===== src/core/dram_mr_consts.vh =====
// Purpose: Shared constants for the mode-register slice
// Assumes: Included by the mode-register bank and its timer
// Notes:   Offsets are mode-register addresses on the 6-bit address field
`ifndef DRAM_MR_CONSTS_VH
`define DRAM_MR_CONSTS_VH

// Mode-register addresses
`define MA_UPPER_BYTE_CAL_INVERT 6'h14
`define MA_RESERVED_SLOT_A       6'h15
`define MA_TERMINATION_OVERRIDE  6'h16
`define MA_DQS_TIMER_RUN_TIME    6'h17

// Reset values
`define RST_UPPER_BYTE_CAL_INVERT 8'h00
`define RST_TERMINATION_OVERRIDE  8'h00
`define RST_DQS_TIMER_RUN_TIME    8'h00

// Termination override field positions
`define TO_CTRL_TERM_LSB   0
`define TO_CTRL_TERM_MSB   2
`define TO_CLOCK_TERM_N    3
`define TO_CHIP_SEL_TERM_N 4
`define TO_COMMAND_TERM_D  5
`define TO_BYTE_LO_DIS     6
`define TO_BYTE_HI_DIS     7

// Controller termination codes
`define CTRL_TERM_OFF      3'h0
`define CTRL_TERM_RESERVED 3'h7

// Run-time field decode and limits, in clocks
`define RT_STEP_SHIFT  4
`define RT_LIMIT_MID   16'h0800
`define RT_LIMIT_LONG  16'h1000
`define RT_TOP_MID     2'h1
`define RT_TOP_LONG    2'h2
`define RT_TOP_SHORT   2'h0

// Read answer for unreadable addresses
`define MRR_EMPTY 8'h00

`endif


===== src/core/dqs_interval_timer.v =====
// Purpose: DQS interval timer with run-time controlled automatic stop
// Assumes: Timer clocks are i_clk cycles
// Notes:   Reserved top-bit code 11 behaves like the free-running setting
`timescale 1ns/100ps
`default_nettype none
`include "dram_mr_consts.vh"

module dqs_interval_timer (
	// Clock and reset
	input  wire        i_clk,
	input  wire        i_rst,
	// Control
	input  wire        i_start,
	input  wire        i_stop,
	input  wire [7:0]  i_run_time,
	// Status
	output reg         o_running,
	output reg  [15:0] o_elapsed
);

	// Stop limit from the run-time code, zero meaning no automatic stop
	function [15:0] stop_limit;
		input [7:0] code;
		begin
			case (code[7:6])
				`RT_TOP_SHORT: stop_limit = {6'h00, code[5:0], 4'h0};
				`RT_TOP_MID:   stop_limit = `RT_LIMIT_MID;
				`RT_TOP_LONG:  stop_limit = `RT_LIMIT_LONG;
				default:       stop_limit = 16'h0000;
			endcase
		end
	endfunction

	wire [15:0] limit = stop_limit(i_run_time);
	wire        auto_off = (limit == 16'h0000);
	wire [15:0] next_elapsed = o_elapsed + 16'h0001;

	// Count from start until the limit, or with a zero limit until an explicit stop
	always @(posedge i_clk) begin
		if (i_rst) begin
			o_running <= 1'b0;
			o_elapsed <= 16'h0000;
		end else if (i_start) begin
			o_running <= 1'b1;
			o_elapsed <= 16'h0000;
		end else if (o_running) begin
			o_elapsed <= next_elapsed;
			if (!auto_off && next_elapsed == limit) // RULE14
				o_running <= 1'b0;
			else if (auto_off && i_stop) // RULE15
				o_running <= 1'b0;
		end
	end

endmodule
`default_nettype wire


===== src/core/dram_mr_bank.v =====
// Purpose: Mode-register bank for calibration invert, termination
//          override with two set points, and DQS timer run time
// Assumes: Mode-register commands arrive as one-cycle strobes on i_clk
// Notes:   Reads answer one cycle after the strobe
//          Only the termination override reads back, from the
//          write set-point copy; other slots read as zero
//          Termination and inversion outputs are registered
// Functional notes
// (RULE1) Invert bits map to upper data lanes
// (RULE2) Upper mask lane never inverted
// (RULE3) No bus inversion during calibration output
// (RULE4) Controller termination code, zero disables
// (RULE5) Controller avoids codes 1,3,5,6 without I/O bit
// (RULE6) Bit 3 zero enables clock termination
// (RULE7) Bit 4 zero enables chip-select termination
// (RULE8) Bit 5 zero enables command termination
// (RULE9) Bits 6,7 disable termination per byte
// (RULE10) Access uses write set-point copy
// (RULE11) Operation uses operating set-point copy
// (RULE12) Dedicated termination pin is ignored
// (RULE13) Controller programs overrides before enabling termination
// (RULE14) Run-time code sets automatic timer stop
// (RULE15) Zero run time means explicit stop only
// (RULE16) Stop command legal only with zero run time
// (RULE17) Controller joins both oscillator count bytes
`timescale 1ns/100ps
`default_nettype none
`include "dram_mr_consts.vh"

module dram_mr_bank (
	// Clock and reset
	input  wire        i_clk,
	input  wire        i_rst,
	// Mode-register command port
	input  wire        i_mr_write,
	input  wire        i_mr_read,
	input  wire [5:0]  i_mr_addr,
	input  wire [7:0]  i_mr_wdata,
	output reg  [7:0]  o_mr_rdata,
	output reg         o_mr_rvalid,
	// Set-point selects and other mode-register bits
	input  wire        i_write_set_point_select,
	input  wire        i_operating_set_point_select,
	input  wire        i_data_bus_inversion_en,
	input  wire        i_term_ctl_command_en,
	input  wire        i_term_ctl_chip_sel_en,
	input  wire        i_term_ctl_clock_en,
	input  wire        i_byte_mode,
	input  wire        i_non_terminating_rank,
	// Read calibration pattern path
	input  wire        i_cal_active,
	input  wire        i_cal_bit,
	output reg  [7:0]  o_cal_upper_dq,
	output reg         o_cal_upper_mask_lane,
	output wire        o_data_bus_inversion_active,
	// Termination controls in force
	output wire [2:0]  o_controller_termination_value,
	output wire [1:0]  o_clock_term_on,
	output wire [1:0]  o_chip_sel_term_on,
	output wire [1:0]  o_command_term_on,
	// DQS interval timer
	input  wire        i_timer_start,
	input  wire        i_timer_stop,
	output wire        o_timer_running,
	output wire [15:0] o_timer_elapsed
);

	// Register storage, one override copy per set point
	reg [7:0] upper_byte_cal_invert;
	reg [7:0] termination_override [0:1];
	reg [7:0] dqs_timer_run_time;

	// Address match for one mode-register slot
	function addr_hit;
		input [5:0] addr;
		input [5:0] slot;
		begin
			addr_hit = (addr == slot);
		end
	endfunction

	// Slot decodes for the write path; only hit_term is shared with the read path
	wire hit_invert = addr_hit(i_mr_addr, `MA_UPPER_BYTE_CAL_INVERT);
	wire hit_term   = addr_hit(i_mr_addr, `MA_TERMINATION_OVERRIDE);
	wire hit_timer  = addr_hit(i_mr_addr, `MA_DQS_TIMER_RUN_TIME);

	// Register writes; reserved slot takes nothing
	always @(posedge i_clk) begin
		if (i_rst) begin
			upper_byte_cal_invert   <= `RST_UPPER_BYTE_CAL_INVERT;
			termination_override[0] <= `RST_TERMINATION_OVERRIDE; // RULE4
			termination_override[1] <= `RST_TERMINATION_OVERRIDE;
			dqs_timer_run_time      <= `RST_DQS_TIMER_RUN_TIME;
		end else if (i_mr_write) begin
			if (hit_invert)
				upper_byte_cal_invert <= i_mr_wdata;
			if (hit_term)
				termination_override[i_write_set_point_select]
					<= i_mr_wdata; // RULE10
			if (hit_timer)
				dqs_timer_run_time <= i_mr_wdata;
		end
	end

	// Read data per slot; write-only and reserved slots read empty
	reg [7:0] next_mr_rdata;
	always @* begin
		next_mr_rdata = `MRR_EMPTY;
		if (hit_term)
			next_mr_rdata =
				termination_override[i_write_set_point_select]; // RULE10
	end

	// Read answer, one cycle after the strobe
	always @(posedge i_clk) begin
		if (i_rst) begin
			o_mr_rdata  <= `MRR_EMPTY;
			o_mr_rvalid <= 1'b0;
		end else begin
			o_mr_rvalid <= i_mr_read;
			if (i_mr_read)
				o_mr_rdata <= next_mr_rdata;
		end
	end

	// Calibration pattern lanes, each inverted by its own bit
	wire [7:0] next_cal_upper_dq;
	genvar lane;
	generate
		for (lane = 0; lane < 8; lane = lane + 1) begin : g_lane
			assign next_cal_upper_dq[lane] =
				i_cal_bit ^ upper_byte_cal_invert[lane]; // RULE1
		end
	endgenerate

	// Lanes registered in one process; mask lane carries the true pattern
	always @(posedge i_clk) begin
		if (i_rst) begin
			o_cal_upper_dq        <= 8'h00;
			o_cal_upper_mask_lane <= 1'b0;
		end else begin
			o_cal_upper_dq        <= next_cal_upper_dq; // RULE1
			o_cal_upper_mask_lane <= i_cal_bit; // RULE2
		end
	end

	// Active set-point copy drives termination; pin input not used
	wire [7:0] op_copy = // RULE12
		termination_override[i_operating_set_point_select]; // RULE11
	wire [2:0] ctrl_code = op_copy[`TO_CTRL_TERM_MSB:`TO_CTRL_TERM_LSB];
	wire [1:0] byte_dis  = i_byte_mode ?
		{op_copy[`TO_BYTE_HI_DIS], op_copy[`TO_BYTE_LO_DIS]} : 2'h0; // RULE9

	// Reserved code drives no termination
	wire [2:0] next_ctrl_term = (ctrl_code == `CTRL_TERM_RESERVED) ?
		`CTRL_TERM_OFF : ctrl_code; // RULE4

	// Clock and chip-select overrides matter only on a non-terminating rank
	wire clk_on = i_term_ctl_clock_en &
		~(i_non_terminating_rank & op_copy[`TO_CLOCK_TERM_N]); // RULE6
	wire cs_on  = i_term_ctl_chip_sel_en &
		~(i_non_terminating_rank & op_copy[`TO_CHIP_SEL_TERM_N]); // RULE7
	wire ca_on  = i_term_ctl_command_en &
		~op_copy[`TO_COMMAND_TERM_D]; // RULE8

	// Byte disables cut all three termination kinds per byte
	wire [1:0] next_clock_term;
	wire [1:0] next_chip_sel_term;
	wire [1:0] next_command_term;
	genvar b;
	generate
		for (b = 0; b < 2; b = b + 1) begin : g_byte
			assign next_clock_term[b]    = clk_on & ~byte_dis[b]; // RULE9
			assign next_chip_sel_term[b] = cs_on & ~byte_dis[b]; // RULE9
			assign next_command_term[b]  = ca_on & ~byte_dis[b]; // RULE9
		end
	endgenerate

	// Bus inversion held off while the calibration pattern is out
	wire next_inversion_active =
		i_data_bus_inversion_en & ~i_cal_active; // RULE3

	// Output flops; the inversion flag lines up with the pattern lanes
	reg [2:0] ctrl_term_value;
	reg [1:0] clock_term;
	reg [1:0] chip_sel_term;
	reg [1:0] command_term;
	reg       inversion_active;
	always @(posedge i_clk) begin
		if (i_rst) begin
			ctrl_term_value  <= `CTRL_TERM_OFF;
			clock_term       <= 2'h0;
			chip_sel_term    <= 2'h0;
			command_term     <= 2'h0;
			inversion_active <= 1'b0;
		end else begin
			ctrl_term_value  <= next_ctrl_term; // RULE4
			clock_term       <= next_clock_term; // RULE6
			chip_sel_term    <= next_chip_sel_term; // RULE7
			command_term     <= next_command_term; // RULE8
			inversion_active <= next_inversion_active; // RULE3
		end
	end

	// Outputs straight from the flops
	assign o_controller_termination_value = ctrl_term_value;
	assign o_clock_term_on                = clock_term;
	assign o_chip_sel_term_on             = chip_sel_term;
	assign o_command_term_on              = command_term;
	assign o_data_bus_inversion_active    = inversion_active;

	// Run-time setting drives the interval timer
	dqs_interval_timer u_timer (
		.i_clk      (i_clk),
		.i_rst      (i_rst),
		.i_start    (i_timer_start),
		.i_stop     (i_timer_stop), // RULE16
		.i_run_time (dqs_timer_run_time), // RULE14
		.o_running  (o_timer_running),
		.o_elapsed  (o_timer_elapsed)
	);

endmodule
`default_nettype wire


===== config.mk =====
export PLATFORM = sky130hd
export DESIGN_NAME = dram_mr_bank
export DESIGN_NICKNAME = d
export VERILOG_FILES = /design/src/core/dqs_interval_timer.v /design/src/core/dram_mr_bank.v
export VERILOG_INCLUDE_DIRS = /design/src /design/src/core
export SDC_FILE = /design/constraint.sdc
export NUM_CORES = 1
export LEC_CHECK = 0
export ABC_AREA = 1
export BUFFER_PORTS_ARGS = -buffer_cell sky130_fd_sc_hd__buf_2
export CORE_ASPECT_RATIO = 1.75
export CORE_MARGIN = 3
export CORE_UTILIZATION = 29
export DETAILED_ROUTE_END_ITERATION = 10
export SYNTH_ARGS = -nofsm -noshare
export SYNTH_HDL_FRONTEND = slang
export SYNTH_SLANG_ARGS = --single-unit

===== constraint.sdc =====
create_clock -name i_clk -period 1.9 [get_ports i_clk]
set_input_delay 0.475 -clock i_clk [delete_from_list [all_inputs] [get_ports i_clk]]
set_output_delay 0.475 -clock i_clk [all_outputs]
set_load 0.02 [all_outputs]

==> metrics.md <==
| Metric | Value |
|---|---|
| EDFF count, synth | `16` |
| RD Place Congestion | `between 0.8 and 0.9` |
| Met2 usage | `between 20% and 30%` |
| Nets | `just under 600` |
| RSZ-0062 raised after global routing | `no` |
| Post-synth top cells | `nand2_1 (88), nor2_1 (69), inv_1 (67), dfxtp_1 (61), o21ai_0 (38)` |
| Clock latency on the worst-skew pair | `about 0.33 ns` |
| Hold Crit Endpoint | `o_data_bus_inversion_active` |
| HP Start | `i_cal_active` |
| Synth Flop Type | `dfxtp_1` |
| Post-route total power | `roughly 4 mW` |
| GRT met1 Usage | `14.4%` |
| Crit share post-route | `around nine tenths` |
| Initial antenna violation count | `0` |
| Die Y-Extent | `~150 um` |
| Clk pwr share | `between 40% and 50%` |
| Layout cells sized above 1 | `between 20% and 30%` |
| FFs w/ async S/R, synth | `0%` |
| Total track usage | `a little over an eighth` |
| Leakage power | `about 2.2 nW` |
| Sw power | `about 920 uW` |
| Synth top area cells | `dfxtp_1 (34%), edfxtp_1 (13%), nand2_1 (9.2%)` |
| CTS Buf Count | `9` |
| Worst R2R Start | `u_timer.o_elapsed[2]` |
| Busiest grt layer | `met2` |
| Distinct cells, synth | `29` |
| Max IR drop VDD | `about 0.43 mV` |
| Critical Path RT | `2.13 ns` |
| Max-slew violation total from the final report | `0` |
| Largest net degree at the start of global routing | `23` |
| # H-tree levels | `3` |
| Slowest Stage Delay on Critical Path | `around 0.48 ns` |
| DP HPWL | `7180 um` |
| TritonCTS clock tree | `done` |
| Initial DRT Pass Iterations | `4` |
| CP Data Arrival Time | `roughly 2.0 ns` |
| Dominant cell type by area after synthesis | `dfxtp_1` |
| Hold_buf cts | `0` |
| FF-to-FF setup slack | `0.17 ns` |
| Clock-pin slew on the worst setup and hold paths | `0.06 ns` |
| # rows | `53` |
| CP Capture Type | `register` |
| Internal power | `between 2 and 3 mW` |
| Grt ovf | `0` |
| CTS root buf | `clkbuf_16` |
| Fin Setup TNS | `0 ns` |
| Sequential Power Share | `45.1%` |
| Worst r2r dst | `u_timer.o_running` |
| Worst Path Max Fanout | `7` |
| Avg Inst Size Synth | `approximately 7.7 um^2` |
| Via density | `approximately 4.5` |
| Hold slack | `between 0.2 and 0.3 ns` |
| Die width | `between 90 and 100 um` |
| Ant. Diodes | `0` |
| Final Skew | `approximately 0.0064 ns` |
| Top cell type's share of synthesized area | `about a third` |
| Initial core utilization | `29.7%` |
| Pwr dens | `about 850 nW/um^2` |
| Mapped Cells | `roughly 470` |
| Area Growth Syn to Fin | `27.5%` |
| Slowest library cell on the worst path | `dfxtp_1` |
| Clock Sink Count | `between 70 and 80` |
| Synthesized area | `between 3000 and 4000 um^2` |
| Top-count cell post-synth | `nand2_1` |
| Achievable Freq | `slightly below 600 MHz` |
| Post-route DRC | `0` |
| Buf+Inv Stages, Crit Path | `1` |
| Type of the tightest min-delay check | `in2reg` |
| Hold path cells | `2` |
| Die Area | `13800 um^2` |
| FF+latch count, synth | `77` |
| Crit path time final | `~1.7 ns` |
| Initial DRC Count | `129` |
| Combinational share of power | `around 8.6%` |
| Hold Vio Cnt, Final | `0` |
| Sequential area share after synthesis | `around 47%` |
| Top delay family on crit path | `simple AND/OR/NAND/NOR gates` |
| Number of synthesis warnings | `0` |
| Number of global-route vias before repair | `3189` |
| Core Util, Final | `approximately 38%` |
| Final ANT Viol Nets | `0` |
| Via count | `roughly 3300` |
| Max cap viols | `0` |
| Critical path class | `reg2reg` |
| Final Setup Violations | `0` |
| Switching Fraction | `a little under a quarter` |
| Routed len/inst | `between 10 and 15 um` |
| Outcome | `completed` |
| GRT met3 Usage | `under 10%` |
| Slew headroom | `59.0%` |
| Slew @ Worst Pin | `0.614 ns` |
| Most frequent CP cell | `nand2_1` |
| Post-Syn Nets | `approximately 500` |
| Core outline area | `12100 um^2` |
| CTS max path bufs | `2` |
| Worst path cell trace | `inv_1 -> nor2_4 -> nand2_2 -> nand2_1 -> nand2_1 -> nand2_1 -> nand2_1 -> nor2_1 -> nand2_1 -> nor2_1 -> nand2_1 -> nand2_1 -> a21oi_1` |
| Routed wire length | `~9300 um` |
| Ports | `75` |
| PortBufs | `74` |
| First-pass GRT wire length | `around 15000 um` |
| Worst Reg-to-Reg Cells | `13` |
| Worst setup SP type | `register` |
[per-stage QoR]
stage / std cells / cell area, um^2 / worst slack [ns]
3_5_place_dp: 708 / 4230 / 0.0649
3_3_place_gp: 708 / 4230 / 0.144
2_1_floorplan: 467 / 3590 / 0.0302
5_1_grt: 725 / 4580 / 0.0108
4_1_cts: 724 / 4540 / 0.0621
6_report: 725 / 4580 / 0.170
[state kept, by name, summed over array words and instances, names as in the netlist]
name / flops
o_cal_upper_mask_lane: 1
upper_byte_cal_invert: 8
termination_override: 16
u_timer.o_running: 1
o_controller_termination_value: 3
o_data_bus_inversion_active: 1
o_command_term_on: 2
o_mr_rvalid: 1
o_mr_rdata: 8
o_chip_sel_term_on: 2
o_cal_upper_dq: 8
o_clock_term_on: 2
dqs_timer_run_time: 8
u_timer.o_elapsed: 16
[routing by layer]
| layer | vias up | part of all wire [%] |
|---|---|---|
| met3 | 15 | 4.5 |
| met2 | 87 | 54 |
| met1 | 1485 | 40 |
| li1 | 1690 | - |
| met4 | 0 | 1.5 |
| met5 | - | 0 |
[worst reg2reg max path: stages (launching register included)]
cell     delay [ns]
dfxtp_1        0.48
inv_1          0.14
nor2_4         0.21
nand2_2        0.09
nand2_1        0.06
nand2_1        0.12
nand2_1        0.09
nand2_1        0.05
nor2_1         0.09
nand2_1        0.05
nor2_1         0.10
nand2_1        0.06
nand2_1        0.05
a21oi_1        0.05
[timing repair]
action,4_1_cts,5_1_grt
hold endpoints to repair,0,0
setup buffers,0,0
setup endpoints to repair,0,1
resized for setup,0,10
[layout by cell type, fill, tap and decap left out, types with 5 or more instances in the layout]
cell	netlist	final
nand2_1	88	88
o2111ai_1	8	8
clkbuf_16	0	9
nand3_1	31	31
nand2_2	5	5
xnor2_1	9	9
inv_1	67	67
edfxtp_1	16	16
o21ai_0	38	38
buf_2	2	74
nor2_1	69	68
nand4_1	6	6
a21oi_1	28	28
dfxtp_1	61	57
buf_4	0	15
[worst max-delay path by stage]
stage,depth (start not counted),end,from
after floorplan,5,termination_override[0][0],i_mr_addr[3]
after global placement,6,termination_override[0][6],i_mr_addr[3]
after detailed placement,6,termination_override[0][7],i_mr_addr[3]
after CTS,14,u_timer.o_running,u_timer.o_elapsed[0]
after global routing,13,u_timer.o_running,u_timer.o_elapsed[2]
final,13,u_timer.o_running,u_timer.o_elapsed[2]
[cell type report]
cell class	instances	area, um^2
Sequential cell	77	1710
Timing Repair Buffer	89	483
Tap cell	165	206
Clock buffer	10	229
Fill cell	1314	7490
Multi-Input combinational cell	310	1610
Inverter	68	255
Clock inverter	6	87.6
[power groups by stage]
stage,logic [mW],clock network [mW],registers [mW]
after floorplan,0.157,0,1.83
final,0.334,1.81,1.76
after global routing,0.373,1.92,1.77
after global placement,0.332,0,1.80
after detailed placement,0.336,0,1.80
after CTS,0.337,1.86,1.76
[cell families after synthesis]
kind of cell | synth area share (%)
buf+inv | 8.54
mux | 0.279
fa+ha+maj | 1.74
xor+xnor | 3.07
compound gates | 12.3
simple gates | 26.6
flops | 47.4
Power figures use the tool's default switching activity.
